--- src/zeb_pkg.sv ---
// package: constants and types for the zoned external bus
package zeb_pkg;
   localparam int ZONE_CNT   = 5;
   localparam int ADDR_W     = 19;
   localparam int DATA_W     = 16;
   localparam int CPU_ADDR_W = 22;
   localparam int TIM_W      = 3;
   // zone index order: 0,1,2,6,7
   localparam logic [2:0] ZI_Z0 = 3'h0;
   localparam logic [2:0] ZI_Z1 = 3'h1;
   localparam logic [2:0] ZI_Z2 = 3'h2;
   localparam logic [2:0] ZI_Z6 = 3'h3;
   localparam logic [2:0] ZI_Z7 = 3'h4;
   // cpu address bases of each zone (word address, upper bits compared)
   localparam logic [CPU_ADDR_W-1:0] Z0_BASE = 22'h00_2000;
   localparam logic [CPU_ADDR_W-1:0] Z1_BASE = 22'h00_4000;
   localparam logic [CPU_ADDR_W-1:0] Z2_BASE = 22'h08_0000;
   localparam logic [CPU_ADDR_W-1:0] Z6_BASE = 22'h10_0000;
   localparam logic [CPU_ADDR_W-1:0] Z7_BASE = 22'h3F_C000;
   localparam logic [CPU_ADDR_W-1:0] Z01_MASK = 22'h3F_E000;
   localparam logic [CPU_ADDR_W-1:0] Z26_MASK = 22'h38_0000;
   localparam logic [CPU_ADDR_W-1:0] Z7_MASK  = 22'h3F_C000;
   localparam logic [ADDR_W-1:0]     Z7_XA_BASE = 19'h7_C000;
   localparam logic [ADDR_W-1:0]     Z7_XA_MASK = 19'h0_3FFF;
   localparam logic [ADDR_W-1:0]     Z01_XA_MASK = 19'h0_1FFF;
   localparam logic [ADDR_W-1:0]     Z01_XA_SEL  = 19'h0_6000;
   localparam logic [TIM_W-1:0]      TIM_ONE = 3'h1;

   // one direction's timing for one zone
   typedef struct packed {
      logic [TIM_W-1:0] lead;
      logic [TIM_W-1:0] active;
      logic [TIM_W-1:0] trail;
   } zeb_phase_t;

   // full per-zone timing set
   typedef struct packed {
      zeb_phase_t rd;
      zeb_phase_t wr;
      logic       use_ready;
   } zeb_zone_tim_t;

   typedef zeb_zone_tim_t [ZONE_CNT-1:0] zeb_tim_arr_t;

   // internal access request
   typedef struct packed {
      logic [CPU_ADDR_W-1:0] addr;
      logic [DATA_W-1:0]     wdata;
      logic                  write;
   } zeb_req_t;
endpackage

--- src/zeb_zone_dec.sv ---
// zone decoder: cpu address to zone one-hot and external address
module zeb_zone_dec (
   // request address
   input  wire logic [zeb_pkg::CPU_ADDR_W-1:0] i_addr,
   // decode result
   output logic      [zeb_pkg::ZONE_CNT-1:0]   o_zone_hit,
   output logic      [2:0]                     o_zone_idx,
   output logic                                o_any_hit,
   output logic      [zeb_pkg::ADDR_W-1:0]     o_xa
);
   wire hit0 = (i_addr & zeb_pkg::Z01_MASK) == zeb_pkg::Z0_BASE;
   wire hit1 = (i_addr & zeb_pkg::Z01_MASK) == zeb_pkg::Z1_BASE;
   wire hit2 = (i_addr & zeb_pkg::Z26_MASK) == zeb_pkg::Z2_BASE;
   wire hit6 = (i_addr & zeb_pkg::Z26_MASK) == zeb_pkg::Z6_BASE;
   wire hit7 = (i_addr & zeb_pkg::Z7_MASK) == zeb_pkg::Z7_BASE;
   wire [zeb_pkg::ADDR_W-1:0] low = i_addr[zeb_pkg::ADDR_W-1:0];

   // zones are disjoint, so at most one bit is set
   assign o_zone_hit = {hit7, hit6, hit2, hit1, hit0}; // RQ1
   assign o_any_hit  = |o_zone_hit;
   assign o_zone_idx = hit0 ? zeb_pkg::ZI_Z0 :
                       hit1 ? zeb_pkg::ZI_Z1 :
                       hit2 ? zeb_pkg::ZI_Z2 :
                       hit6 ? zeb_pkg::ZI_Z6 : zeb_pkg::ZI_Z7;
   // zones 0/1 keep their cpu offset so xa13/xa14 tell them apart
   assign o_xa = hit7 ? (zeb_pkg::Z7_XA_BASE | (low & zeb_pkg::Z7_XA_MASK)) :
                 (hit0 | hit1) ? (low & (zeb_pkg::Z01_XA_MASK | zeb_pkg::Z01_XA_SEL)) :
                 low; // RQ11 RQ13
endmodule

--- src/zeb_top.sv ---
// top: zoned external asynchronous bus interface
// Notes on behaviour
// RQ1: decode external space into five fixed zones
// RQ2: per-zone select asserts only during its access
// RQ3: shared pin is AND of two selects
// RQ4: per-zone wait, setup and hold timing
// RQ5: separate read and write timing sets
// RQ6: per-zone option lets ready stretch access
// RQ7: timing clock is sysclk or half, global
// RQ8: cycles start on bus clock rise
// RQ9: separate address and data, asynchronous strobes
// RQ10: zone selects are active low
// RQ11: one shared 19-bit zone-relative address bus (code drives cpu address bits 18:0, zone-relative only for zones 2 and 6)
// RQ12: zones 0/1 and 6/7 share pins
// RQ13: zones 2 and 6 share addresses
// RQ14: external ready held low until ready
module zeb_top (
   // clock and reset
   input  wire logic                         i_sys_clk,
   input  wire logic                         i_rst_n,
   // configuration
   input  wire zeb_pkg::zeb_tim_arr_t        i_zone_timing_regs,
   input  wire logic                         i_tim_half,
   // internal request
   input  wire logic                         i_req_valid,
   input  wire zeb_pkg::zeb_req_t            i_req,
   output logic                              o_req_ready,
   output logic                              o_done,
   output logic      [zeb_pkg::DATA_W-1:0]   o_rdata,
   output logic                              o_unmapped,
   // external pins
   input  wire logic                         i_external_ready_in,
   input  wire logic [zeb_pkg::DATA_W-1:0]   i_xd,
   output logic      [zeb_pkg::DATA_W-1:0]   o_xd,
   output logic                              o_xd_oe,
   output logic      [zeb_pkg::ADDR_W-1:0]   o_external_address_bus,
   output logic                              o_rd_n,
   output logic                              o_we_n,
   output logic                              o_shared_select_zone01_n,
   output logic                              o_select_zone_two_n,
   output logic                              o_shared_select_zone67_n,
   output logic                              o_bus_clock_out
);
   typedef enum logic [4:0] {
      ST_IDLE  = 5'b00001,
      ST_START = 5'b00010,
      ST_LEAD  = 5'b00100,
      ST_ACT   = 5'b01000,
      ST_TRAIL = 5'b10000
   } zeb_state_t;

   zeb_state_t                       state_r, state_nxt;
   logic [zeb_pkg::ZONE_CNT-1:0]     zone_r;
   logic [zeb_pkg::ZONE_CNT-1:0]     zsel_n_r;
   logic [2:0]                       zidx_r;
   logic                             write_r;
   logic [zeb_pkg::TIM_W-1:0]        cnt_r;
   logic                             tick_div_r;
   logic                             bclk_r;
   logic                             rdy_s1_r, rdy_s2_r;
   logic [zeb_pkg::DATA_W-1:0]       xd_s1_r, xd_s2_r;

   wire [zeb_pkg::ZONE_CNT-1:0] dec_hit;
   wire [2:0]                   dec_idx;
   wire                         dec_any;
   wire [zeb_pkg::ADDR_W-1:0]   dec_xa;

   zeb_zone_dec u_dec (
      .i_addr     (i_req.addr),
      .o_zone_hit (dec_hit),
      .o_zone_idx (dec_idx),
      .o_any_hit  (dec_any),
      .o_xa       (dec_xa)
   );

   // timing tick: every sysclk, or every second one
   wire tick = ~i_tim_half | tick_div_r; // RQ7
   // bus clock is timing clock / 2; its rise marks tick with bclk low
   wire bclk_rise = tick & ~bclk_r;

   wire zeb_pkg::zeb_zone_tim_t zt = i_zone_timing_regs[zidx_r];
   wire zeb_pkg::zeb_phase_t    ph = write_r ? zt.wr : zt.rd; // RQ4 RQ5
   wire cnt_end  = (cnt_r <= zeb_pkg::TIM_ONE);
   // ready is only honoured for zones that enable it
   wire rdy_ok   = ~zt.use_ready | rdy_s2_r; // RQ6 RQ14
   wire accept   = (state_r == ST_IDLE) & i_req_valid & dec_any;

   always_comb begin
      state_nxt = state_r;
      unique case (state_r)
         ST_IDLE:  if (accept) state_nxt = ST_START;
         ST_START: if (bclk_rise) state_nxt = ST_LEAD; // RQ8
         ST_LEAD:  if (tick & cnt_end) state_nxt = ST_ACT;
         ST_ACT:   if (tick & cnt_end & rdy_ok) state_nxt = ST_TRAIL;
         ST_TRAIL: if (tick & cnt_end) state_nxt = ST_IDLE;
      endcase
   end

   wire [zeb_pkg::TIM_W-1:0] cnt_load =
      (state_r == ST_START) ? ph.lead :
      (state_r == ST_LEAD)  ? ph.active : ph.trail;
   wire phase_adv = tick & (state_r != ST_IDLE) & (state_nxt != state_r);
   wire [zeb_pkg::TIM_W-1:0] cnt_nxt =
      phase_adv ? cnt_load :
      (tick & ~cnt_end) ? cnt_r - zeb_pkg::TIM_ONE : cnt_r;

   // selects drop at lead start, rise after trail, on timing edges
   wire in_cycle_nxt = (state_nxt == ST_LEAD) | (state_nxt == ST_ACT) |
                       (state_nxt == ST_TRAIL);
   wire [zeb_pkg::ZONE_CNT-1:0] zsel_n_nxt = in_cycle_nxt ? ~zone_r :
                                             {zeb_pkg::ZONE_CNT{1'b1}}; // RQ2 RQ10
   wire strobe_nxt = (state_nxt == ST_ACT);
   wire finish     = (state_r == ST_TRAIL) & (state_nxt == ST_IDLE);

   always_ff @(posedge i_sys_clk) begin
      if (!i_rst_n) begin
         state_r    <= ST_IDLE;
         tick_div_r <= 1'b0;
         bclk_r     <= 1'b0;
         cnt_r      <= '0;
         zone_r     <= '0;
         zidx_r     <= zeb_pkg::ZI_Z0;
         write_r    <= 1'b0;
         zsel_n_r   <= '1;
         rdy_s1_r   <= 1'b0;
         rdy_s2_r   <= 1'b0;
         xd_s1_r    <= '0;
         xd_s2_r    <= '0;
      end else begin
         state_r    <= state_nxt;
         tick_div_r <= i_tim_half ? ~tick_div_r : 1'b0;
         bclk_r     <= tick ? ~bclk_r : bclk_r;
         cnt_r      <= cnt_nxt;
         zsel_n_r   <= zsel_n_nxt;
         rdy_s1_r   <= i_external_ready_in;
         rdy_s2_r   <= rdy_s1_r;
         xd_s1_r    <= i_xd;
         xd_s2_r    <= xd_s1_r;
         if (accept) begin
            zone_r  <= dec_hit;
            zidx_r  <= dec_idx;
            write_r <= i_req.write;
         end
      end
   end

   // pin outputs, all registered
   always_ff @(posedge i_sys_clk) begin
      if (!i_rst_n) begin
         o_req_ready              <= 1'b0;
         o_done                   <= 1'b0;
         o_rdata                  <= '0;
         o_unmapped               <= 1'b0;
         o_xd                     <= '0;
         o_xd_oe                  <= 1'b0;
         o_external_address_bus   <= '0;
         o_rd_n                   <= 1'b1;
         o_we_n                   <= 1'b1;
         o_shared_select_zone01_n <= 1'b1;
         o_select_zone_two_n      <= 1'b1;
         o_shared_select_zone67_n <= 1'b1;
         o_bus_clock_out          <= 1'b0;
      end else begin
         o_req_ready              <= (state_nxt == ST_IDLE) & ~accept;
         o_done                   <= finish;
         o_unmapped               <= (state_r == ST_IDLE) & i_req_valid & ~dec_any;
         o_bus_clock_out          <= tick ? ~bclk_r : bclk_r;
         if (accept) begin
            o_external_address_bus <= dec_xa; // RQ9 RQ11
            o_xd                   <= i_req.wdata;
         end
         if (finish & ~write_r)
            o_rdata <= xd_s2_r;
         o_xd_oe <= write_r & in_cycle_nxt;
         o_rd_n  <= ~(strobe_nxt & ~write_r);
         o_we_n  <= ~(strobe_nxt & write_r);
         o_shared_select_zone01_n <= zsel_n_nxt[zeb_pkg::ZI_Z0] &
                                     zsel_n_nxt[zeb_pkg::ZI_Z1]; // RQ3 RQ12
         o_select_zone_two_n      <= zsel_n_nxt[zeb_pkg::ZI_Z2];
         o_shared_select_zone67_n <= zsel_n_nxt[zeb_pkg::ZI_Z6] &
                                     zsel_n_nxt[zeb_pkg::ZI_Z7]; // RQ3 RQ12
      end
   end

   a_sel_idle_high: assert property (@(posedge i_sys_clk) disable iff (!i_rst_n)
      $past(state_r) == ST_IDLE && state_r == ST_IDLE |-> o_select_zone_two_n) // RQ2
      else $error("zone two select low while idle");
   a_sel_shared01: assert property (@(posedge i_sys_clk) disable iff (!i_rst_n)
      o_shared_select_zone01_n == (zsel_n_r[0] & zsel_n_r[1])) // RQ3
      else $error("shared select 01 not AND");
   a_one_zone: assert property (@(posedge i_sys_clk) disable iff (!i_rst_n)
      $onehot0(dec_hit)) // RQ1
      else $error("more than one zone hit");
   a_strobe_excl: assert property (@(posedge i_sys_clk) disable iff (!i_rst_n)
      !(!o_rd_n && !o_we_n)) // RQ5
      else $error("read and write strobe together");
   a_start_bclk: assert property (@(posedge i_sys_clk) disable iff (!i_rst_n)
      state_r == ST_LEAD && $past(state_r) == ST_START |-> $rose(o_bus_clock_out)) // RQ8
      else $error("cycle not on bus clock rise");
   a_ready_hold: assert property (@(posedge i_sys_clk) disable iff (!i_rst_n)
      state_r == ST_ACT && zt.use_ready && !rdy_s2_r |=> state_r == ST_ACT) // RQ6
      else $error("active left without ready");
   a_full_tick: assert property (@(posedge i_sys_clk) disable iff (!i_rst_n)
      !i_tim_half |-> tick) // RQ7
      else $error("full rate tick missing");
   a_half_tick: assert property (@(posedge i_sys_clk) disable iff (!i_rst_n)
      $past(i_rst_n) && i_tim_half && $past(i_tim_half) |-> tick != $past(tick)) // RQ7
      else $error("half rate tick not alternating");
   a_lead_len: assert property (@(posedge i_sys_clk) disable iff (!i_rst_n)
      state_r == ST_START && state_nxt == ST_LEAD |=> cnt_r == $past(cnt_load)) // RQ4
      else $error("lead count not loaded");
   a_sel_active: assert property (@(posedge i_sys_clk) disable iff (!i_rst_n)
      !o_rd_n |-> !(o_shared_select_zone01_n && o_select_zone_two_n
                    && o_shared_select_zone67_n)) // RQ10
      else $error("strobe without select");

   c_read:  cover property (@(posedge i_sys_clk) finish && !write_r);
   c_write: cover property (@(posedge i_sys_clk) finish && write_r);
   c_wait:  cover property (@(posedge i_sys_clk) state_r == ST_ACT && !rdy_ok);
   c_half:  cover property (@(posedge i_sys_clk) i_tim_half && finish);
   c_unmap: cover property (@(posedge i_sys_clk) o_unmapped);
endmodule

--- config.mk ---
export PLATFORM = sky130hd
export DESIGN_NAME = zeb_top
export DESIGN_NICKNAME = d
export VERILOG_FILES = /design/src/zeb_pkg.sv /design/src/zeb_zone_dec.sv /design/src/zeb_top.sv
export SDC_FILE = /design/constraint.sdc
export NUM_CORES = 1
export LEC_CHECK = 0
export BUFFER_PORTS_ARGS = -buffer_cell sky130_fd_sc_hd__buf_2
export CAP_MARGIN = 20
export CORE_MARGIN = 2
export CORE_UTILIZATION = 43
export DETAILED_ROUTE_END_ITERATION = 12
export PLACE_DENSITY = 0.73
export SYNTH_ARGS = -nofsm -noshare
export SYNTH_HDL_FRONTEND = slang
export SYNTH_HIERARCHICAL = 1
export SYNTH_SLANG_ARGS = --single-unit
export TNS_END_PERCENT = 20
--- constraint.sdc ---
create_clock -name i_sys_clk -period 2.3 [get_ports i_sys_clk]
set_clock_uncertainty 0.1 [all_clocks]
set_input_delay 0.115 -clock i_sys_clk [delete_from_list [all_inputs] [get_ports i_sys_clk]]
set_output_delay 0.115 -clock i_sys_clk [all_outputs]
set_load 0.01 [all_outputs]
Yosys cells after proc, flatten, opt, wreduce, memory -nomap -nowiden:

Cells that the tools add are included.

* $add $sub $neg: 1
* multipliers: 0
* div/mod/pow operators: 0
* $lt $le $gt $ge: 2
* equality and inequality tests: 16
* shifts and indexed selects: 0
* muxes and demuxes: 20
* bitwise gates (word level): 33
* reductions and logical operators: 4

Operator list (number)
* 19-bit binary-select mux with 3-bit select: 1
* 19-bit two-way mux: 3
* 5-bit two-way mux: 6
* 5-bit case mux with 5 select lines: 1
* 3-bit two-way mux: 8
* 1-bit AND: 17
* 5-bit by 1-bit == test with 1-bit output, second input constant: 2
* 5-bit by 3-bit == test with 1-bit output, second input constant: 2
* 5-bit by 4-bit == test with 1-bit output, second input constant: 2
* 5-bit == test, second input constant: 2
* 1-bit NOT: 10
* 9-bit by 1-bit == test with 1-bit output, second input constant: 1
* 9-bit by 2-bit == test with 1-bit output, second input constant: 1
* 9-bit two-way mux: 1
* 8-bit == test, second input constant: 1
* 5-bit by 2-bit == test with 1-bit output, second input constant: 1
* 5-bit by 1-bit inequality test with 1-bit output, second input constant: 1
* 5-bit inequality test: 1
* 5-bit NOT: 1
* 1-bit OR: 5
* 5-bit OR reduction: 1
* 3-bit by 4-bit < comparator with 1-bit output, second input constant: 1
* 2-bit AND reduction: 2
* 3-bit by 1-bit == test with 1-bit output, second input constant: 1
* other kinds (4): 4

* flip-flop bits (word level): 113
* bits in latches: 0
* bits in writable memories: 0
* memory bits (read-only): 0
* bits of input ports: 155
* output and inout bits: 61
* logic and storage cells: 99
* memories kept: 0

Depth between registers and ports, before layout:

Gate-level depths: netlist (run 1).

* depth after elaboration: 12
* depth in mapped cells: 8
* mapped depth without buffers: 7

By module:

The synthesis (run 1) kept the hierarchy.

By module, submodules not included
* zeb_top: times used 1, cells an instance 502, area an instance 4752.1 um^2, seq. area each 2262.2 um^2
* zeb_zone_dec: times used 1, cells an instance 42, area an instance 282.8 um^2, seq. area each 0.0 um^2

Worst setup path after synthesis (run 1):

OpenSTA, ideal clock, no wires.

* path type: register to register
* start point: reg cnt_r[0] (netlist name)
* end point: reg o_rdata[5] (netlist name)
* library setup time: 128 ps
* data arrival time: 1999 ps
* required time: 2072 ps
* setup slack: 73 ps
* cell stages (with the launch flop): 8
* path buffers: 1
* clock period less this slack: 2227 ps
* cell sequence: dfxtp_1 ha_1 o21ba_1 or4_4 nor3_4 buf_8 mux2i_1 nor2_1

* cells in the longest elaborated chain, start to end: 8
* elaborated cells between the ends (all ways): 10
* classes of those cells: 1 x order compare; 1 x eq/ne; 4 x mux; 4 x bitwise

RTL lines
* start, declared: line zeb_top.sv:57 `logic [zeb_pkg::TIM_W-1:0] cnt_r;`
* start signal, assigned: line zeb_top.sv:133 `cnt_r <= cnt_nxt;`
* 3-bit by 1-bit less-or-equal comparator with 1-bit output (*): line zeb_top.sv:83 `wire cnt_end = (cnt_r <= zeb_pkg::TIM_ONE);`
* 1-bit AND (*): line zeb_top.sv:93, zeb_top.sv:94, zeb_top.sv:95
* 1-bit AND: line zeb_top.sv:94 `ST_ACT: if (tick & cnt_end & rdy_ok) state_nxt = ST_TRAIL;`
* 5-bit two-way mux: line zeb_top.sv:94
* 5-bit case mux with 5 select lines (*): line zeb_top.sv:90 `unique case (state_r)`
* 5-bit by 1-bit == test with 1-bit output (*): line zeb_top.sv:113 `wire finish = (state_r == ST_TRAIL) & (state_nxt == ST_IDLE);`
* 1-bit AND (*): line zeb_top.sv:113
* 1-bit AND (*): line zeb_top.sv:172 `if (finish & ~write_r)`
* end signal, assigned: line zeb_top.sv:173 `o_rdata <= xd_s2_r;`
* end, declared: line zeb_top.sv:29 `output logic [zeb_pkg::DATA_W-1:0] o_rdata,`

Every way passes the cells marked *; elsewhere a longest branch is shown, timed or not.
A chain may end at the register's enable or synchronous reset.

Final worst setup path (run 1):

* start point: in i_req[38] (netlist name)
* end point: reg o_we_n

* cells in the longest elaborated chain, start to end: 8
* elaborated cells between the ends (all ways): 12
* classes of those cells: 6 x eq/ne; 2 x mux; 3 x bitwise; 1 x reduce/logical

RTL lines
* start, declared: line zeb_top.sv:26 `input wire zeb_pkg::zeb_req_t i_req,`
* 9-bit by 2-bit == test with 1-bit output (tied with other cells): line zeb_zone_dec.sv:12 `wire hit1 = (i_addr & zeb_pkg::Z01_MASK) == zeb_pkg::Z1_BASE;`
* 5-bit OR reduction (*): line zeb_zone_dec.sv:20 `assign o_any_hit = |o_zone_hit;`
* named net dec_any: line zeb_top.sv:65 `wire dec_any;`
* 1-bit AND (*): line zeb_top.sv:86 `wire accept = (state_r == ST_IDLE) & i_req_valid & dec_any;`
* 5-bit two-way mux (*): line zeb_top.sv:91 `ST_IDLE: if (accept) state_nxt = ST_START;`
* 5-bit case mux with 5 select lines (*): line zeb_top.sv:90
* 5-bit by 4-bit == test with 1-bit output (*): line zeb_top.sv:112 `wire strobe_nxt = (state_nxt == ST_ACT);`
* 1-bit AND (*): line zeb_top.sv:176 `o_we_n <= ~(strobe_nxt & write_r);`
* 1-bit NOT (*): line zeb_top.sv:176
* end signal, assigned: line zeb_top.sv:176
* end, declared: line zeb_top.sv:38 `output logic o_we_n,`

Mark *: on every way through the listed nets, which the timed path passes. The rest lies on a longest branch.

==> results.py, run 1 <==
metrics = {
    "synth": {
        "ys_ff_latch": 113,
        "synth_top_cell_by_area": "dfxtp_1",
        "syn_avg_cell_area_um2": 9.26,
        "synth.cells.most_frequent": "dfxtp_1, nand2_1, a21oi_1",
        "syn_area_mm2": 0.00503,
        "synth_top_area_share_pct": 44.9,
        "async_reset_ff_share_pct": 0,
        "syn_inst": 544,
        "yosysWarnings": 6,
        "synth_edf_count": 0,
        "synthDistinctLibCells": 59,
        "synthFlopType": "dfxtp_1",
        "yosys-top-cells-area": "dfxtp_1, mux4_2, nand2_1",
        "yosysMostFrequentCell": "dfxtp_1",
        "syn-num-nets": 701,
        "synth.yosys.seq_area_share_pct": 44.9,
    },
    "worst_hold_path": {
        "hold-path-endpoint": "zone_r[1]",
        "hp-start": "i_req[30]",
        "worstHoldPathCells": 5,
        "worst_hold_path_type": "input port to flop",
    },
    "floorplan": {
        "row_count": 39,
        "die-area_mm2": 0.0126,
        "ioPinCount": 216,
        "dieHeight_um": 112,
        "core_region_area_mm2": 0.0114,
        "initial_core_util_pct": 44.1,
        "die_w_um": 112,
    },
    "flow_run": {
        "drv_cap": 0,
    },
    "setup_path": {
        "critPathCaptureType": "flop",
        "crit_type": "input port to flop",
        "cp_slowest_stage_delay_ns": 0.55,
        "reg2reg_slack_ns": 0.08,
        "cp.arrival_ns": 2.41,
        "rr_startpoint": "state_r[1]",
        "cp.required_ns": 2.45,
        "r2r_cells": 6,
        "r2r_end": "o_req_ready",
        "path_cells": "dlygate4sd3_1 > buf_2 > nor3_1 > and3_1 > or3_1 > and4_2 > o21a_1 > nor2_2 > nand4_1",
        "crit_fanout": 6,
        "cp_slowest_cell": "dlygate4sd3_1",
        "worstSetupStartpointType": "input port",
    },
    "route": {
        "firstDrtPassIters": 4,
        "vias": 4877,
        "ant_nets": 0,
        "post_drt_via_cell_ratio": 5.12,
        "wl_um": 14200,
        "drtIter0Drc": 228,
        "drcViolationCount": 0,
        "post_drt_wl_per_cell_um": 14.9,
    },
    "finish": {
        "multi_input_comb_area_mm2": 0.00244,
        "fillers": 916,
        "drive_above_1_share_pct": 37.5,
        "seq_area_mm2": 0.00226,
        "area_delta_synth_final_pct": 45.9,
        "antenna_cells": 0,
        "nets": 953,
        "final_cells": 952,
    },
    "global_route": {
        "grt_pass1_wl_um": 23600,
        "grt_pass1_vias": 5110,
        "grt_use_total_pct": 23.0,
        "grt_max_degree": 56,
        "gr-total-overflow": 0,
        "antenna_found_initial": 0,
    },
    "power": {
        "p_leak_nw": 3.14,
        "ir_drop_mv": 0.443,
        "power_density_mw_per_mm2": 737,
        "total_power_w": 0.00542,
    },
    "placement": {
        "dp_hpwl_um": 10000,
        "routabilityCongestion": 0.875,
        "portBuffers": 215,
        "placed_cells": 859,
    },
    "sta": {
        "rsz0062_at_grt": "true",
        "min_period_ns": 2.26,
        "hold_viol_final": 0,
        "worst_pin_slew_ns": 0.517,
        "max_freq_mhz": 443,
        "min_period_over_period_pct": 98.2,
        "setup_viol": 0,
        "slew_headroom_pct": 65.2,
        "drv_slew": 0,
    },
    "cts": {
        "clockBufferDepth": 2,
        "htree_levels": 4,
        "cts_tree": "done",
        "clock-sinks": 113,
        "numCtsBuffers": 17,
        "clk_latency_ns": 0.40,
        "cts.clk_slew.worst_paths_ns": 0.06,
        "clockRootBuffer": "clkbuf_16",
    },
    "status": {
        "outcome": "completed",
    },
}
[cells in the final DEF, fill, tap and decap left out, types with 4 or more instances in the layout]
cell type,count
inv_1,6
dlygate4sd3_1,59
nor2_1,33
inv_8,6
nor2b_1,4
buf_4,13
o211ai_1,6
buf_12,4
o21a_1,4
buf_2,215
dfxtp_1,112
inv_6,4
o21ai_0,9
and2_1,38
a21oi_1,47
mux2i_1,20
mux4_2,19
nand3_1,9
nand2_1,104
clkbuf_16,17
nor3_1,5
nand4_1,6
[repair_timing]
item,in CTS,in global routing
pin swaps,0,1
setup endpoints to repair,3,26
setup buffers,0,2
resized for setup,2,4
endpoints found under the hold margin,62,0
hold buffers,59,0
[kinds of logic after synthesis]
kind of cell             after synthesis  share of synthesized area, %
AO/OA/AOI/OAI                         96                          12.3
XOR/XNOR                               5                         0.870
multiplexers                          42                          13.1
flip-flops                           113                          44.9
AND/OR/NAND/NOR                      221                          21.4
buffers and inverters                 65                          6.86
adder cells (fa/ha/maj)                2                         0.497
[final cells by class]
class / instances / area share, %
Clock buffer: 17 / 5.79
Clock inverter: 15 / 2.23
Inverter: 7 / 0.358
Multi-Input combinational cell: 366 / 33.3
Sequential cell: 113 / 30.8
Tap cell: 143 / 2.44
Timing Repair Buffer: 291 / 25.1
[sequential cells by signal, indices dropped and copies added, names as in the netlist, 3 cells and up]
register	cells
cnt_r	3
o_xd	16
zidx_r	3
o_external_address_bus	19
xd_s1_r	16
state_r	5
o_rdata	16
zone_r	5
xd_s2_r	16
[per-layer routing]
| layer | routed length, um | up-vias | GRT usage, % |
|---|---|---|---|
| li1 | - | 2377 | - |
| met1 | 5650 | 2286 | 26.2 |
| met2 | 7490 | 194 | 40.9 |
| met3 | 824 | 20 | 6.59 |
| met4 | 265 | 0 | 8.62 |
| met5 | 0 | - | 0 |
[worst max-delay path: cells and delay by family]
kind | cells | cell delay (ns)
simple gates | 6 | 1.33
buf+inv | 2 | 0.71
compound gates | 1 | 0.23
[where the power goes]
group / switching [W] / leakage [nW] / internal (W) / total, W
logic: 0.000340 / 1.93 / 0.000391 / 0.000730
clock network: 0.00105 / 0.283 / 0.00154 / 0.00259
registers: 0.0000535 / 0.922 / 0.00204 / 0.00210
[stage by stage]
stage	instance area [um^2]	worst slack, ns	hold WS [ns]	utilization, %	TNS (ns)
global route	7350	-0.0479	0.0332	64.3	-0.0564
finish	7350	0.0420	0.0226	64.3	0
CTS	7320	0.00637	0.00301	64.1	0
floorplan	5030	0.0730	0.0933	-	0
detailed placement	6130	-0.0505	0.224	53.7	-0.0904
global placement	6130	0.114	0.220	53.7	0
[worst max path at each step]
stage	start	endpoint	slack [ns]	cells past startpoint
floorplan	cnt_r[0]	o_rdata[5]	0.07	7
global placement	cnt_r[0]	o_req_ready	0.11	7
detailed placement	cnt_r[0]	cnt_r[1]	-0.05	6
CTS	cnt_r[0]	o_req_ready	0.006	7
global route	cnt_r[1]	o_req_ready	-0.05	8
finish	i_req[38]	o_we_n	0.04	9
(Power assumes the default switching activity.)
==> run 2, diff against run 1 <==
--- a/config.mk
+++ b/config.mk
@@ -10,6 +10,7 @@
 export CORE_MARGIN = 2
 export CORE_UTILIZATION = 43
 export DETAILED_ROUTE_END_ITERATION = 12
+export HOLD_SLACK_MARGIN = 0.15
 export PLACE_DENSITY = 0.73
 export SYNTH_ARGS = -nofsm -noshare
 export SYNTH_HDL_FRONTEND = slang
==> results.py, run 2 (synthesis gave the netlist of run 1 again) <==
metrics = {
    "sta": {
        "drv_slew": 0,
        "setup_viol": 0,
        "whs_ns": 0.261,
        "max_freq_mhz": 440,
        "worst_pin_slew_ns": 0.544,
        "min_period_ns": 2.27,
        "hold_viol_final": 0,
        "slew_headroom_pct": 63.3,
        "rsz0062_at_grt": "true",
        "timing.final.ws_setup_ns": 0.0278,
        "min_period_over_period_pct": 98.8,
    },
    "floorplan": {
        "row_count": 39,
        "core_region_area_mm2": 0.0114,
        "initial_core_util_pct": 44.1,
        "ioPinCount": 216,
        "dieHeight_um": 112,
        "die_w_um": 112,
        "die-area_mm2": 0.0126,
    },
    "setup_path": {
        "cp_slowest_cell": "dlygate4sd3_1",
        "cp.arrival_ns": 2.46,
        "crit_type": "input port to flop",
        "cp_slowest_stage_delay_ns": 0.58,
        "critPathCaptureType": "flop",
        "crit_fanout": 4,
        "reg2reg_slack_ns": 0.07,
        "path_cells": "dlygate4sd3_1 > buf_2 > nor4_2 > and3_1 > or3_4 > and4_4 > o221ai_2 > dlygate4sd3_1",
        "worstSetupStartpointType": "input port",
        "cp.required_ns": 2.48,
        "critPathMostFrequentCell": "dlygate4sd3_1",
    },
    "placement": {
        "portBuffers": 215,
        "routabilityCongestion": 0.875,
        "dp_hpwl_um": 10000,
        "placed_cells": 859,
        "place_ws_ns": -0.0505,
    },
    "route": {
        "wl_met2_um": 7490,
        "highest_layer": "met4",
        "post_drt_wl_per_cell_um": 15.0,
        "wl_met3_um": 924,
        "wl_um": 14400,
        "drcViolationCount": 0,
        "wirelength_met1_um": 5650,
        "firstDrtPassIters": 5,
        "ant_nets": 0,
        "vias": 4906,
        "post_drt_via_cell_ratio": 5.13,
        "drtIter0Drc": 257,
    },
    "power": {
        "ir_drop_mv": 0.443,
        "power_density_mw_per_mm2": 732,
        "total_power_w": 0.00544,
        "p_leak_nw": 3.17,
    },
    "cts": {
        "cts.clk_slew.worst_paths_ns": 0.06,
        "cts_tree": "done",
        "htree_levels": 4,
        "clock-sinks": 113,
        "clockBufferDepth": 2,
        "numCtsBuffers": 17,
        "clk_latency_ns": 0.41,
        "clockRootBuffer": "clkbuf_16",
    },
    "finish": {
        "post-route-util_pct": 65.0,
        "largest_reg_flops": 19,
        "antenna_cells": 0,
        "largest-register": "o_external_address_bus",
        "final_cell_mix": "buf_2, dfxtp_1, nand2_1, dlygate4sd3_1, a21oi_1",
        "layout_commonest_cell": "buf_2",
        "final_cells": 957,
        "nets": 958,
        "area_delta_synth_final_pct": 47.4,
        "drive_above_1_share_pct": 37.7,
    },
    "flow_run": {
        "drv_cap": 0,
    },
    "global_route": {
        "grt_pass1_wl_um": 23700,
        "grt_pass1_vias": 5113,
        "grt_use_total_pct": 23.1,
        "gr-total-overflow": 0,
        "grt_max_degree": 56,
        "antenna_found_initial": 0,
    },
    "status": {
        "outcome": "completed",
    },
    "worst_hold_path": {
        "worst_hold_path_type": "input port to flop",
    },
}
[run 2: cell count changes in the layout (fill, tap and decap cells not counted), sizes merged]
cell	previous run	this run
buf	232	231
dlygate4sd3	59	65
[run 2: worst paths after layout]
check             startpoint                  end  depth (start not counted)
setup / recovery   i_req[35]           state_r[0]                          8
hold / removal     i_req[31]            zidx_r[2]                          6
setup reg to reg  state_r[1]          o_req_ready                          6
hold reg to reg    zone_r[2]  o_select_zone_two_n                          1
[run 2: repair_timing]
action | CTS | global route
pin swaps | 0 | 4
hold endpoints to repair | 75 | 0
hold buffers | 66 | 0
setup endpoints to repair | 3 | 29
buffers inserted | 0 | 1
resized for setup | 2 | 10
[run 2: through the flow]
stage	area [um^2]	setup TNS (ns)
floorplan	5030	0
global placement	6130	0
detailed placement	6130	-0.0904
CTS	7390	0
global route	7420	-0.0479
finish	7420	0
[run 2: layout make-up]
cell class / instances / area (um^2)
Tap cell: 143 / 179
Multi-Input combinational cell: 366 / 2470
Clock inverter: 15 / 164
Clock buffer: 17 / 425
Sequential cell: 113 / 2260
Timing Repair Buffer: 296 / 1900
Fill cell: 902 / 4000
Inverter: 7 / 26.3
[run 2: critical path: cells and delay by family]
| kind | cells | cell delay [ns] |
|---|---|---|
| compound gates | 1 | 0.12 |
| buf+inv | 3 | 1.27 |
| simple gates | 4 | 0.95 |
[run 2: routing by layer]
| layer | vias to the layer above | global-route usage, % |
|---|---|---|
| li1 | 2385 | - |
| met2 | 204 | 41.1 |
| met3 | 24 | 6.43 |
| met5 | - | 0 |
| met4 | 0 | 8.86 |
| met1 | 2293 | 26.4 |
[run 2: power breakdown]
part | leakage (nW) | internal, W | switching, W | total [W]
Sequential | 0.922 | 0.00204 | 0.0000534 | 0.00210
Clock | 0.283 | 0.00154 | 0.00105 | 0.00259
Combinational | 1.96 | 0.000399 | 0.000344 | 0.000743
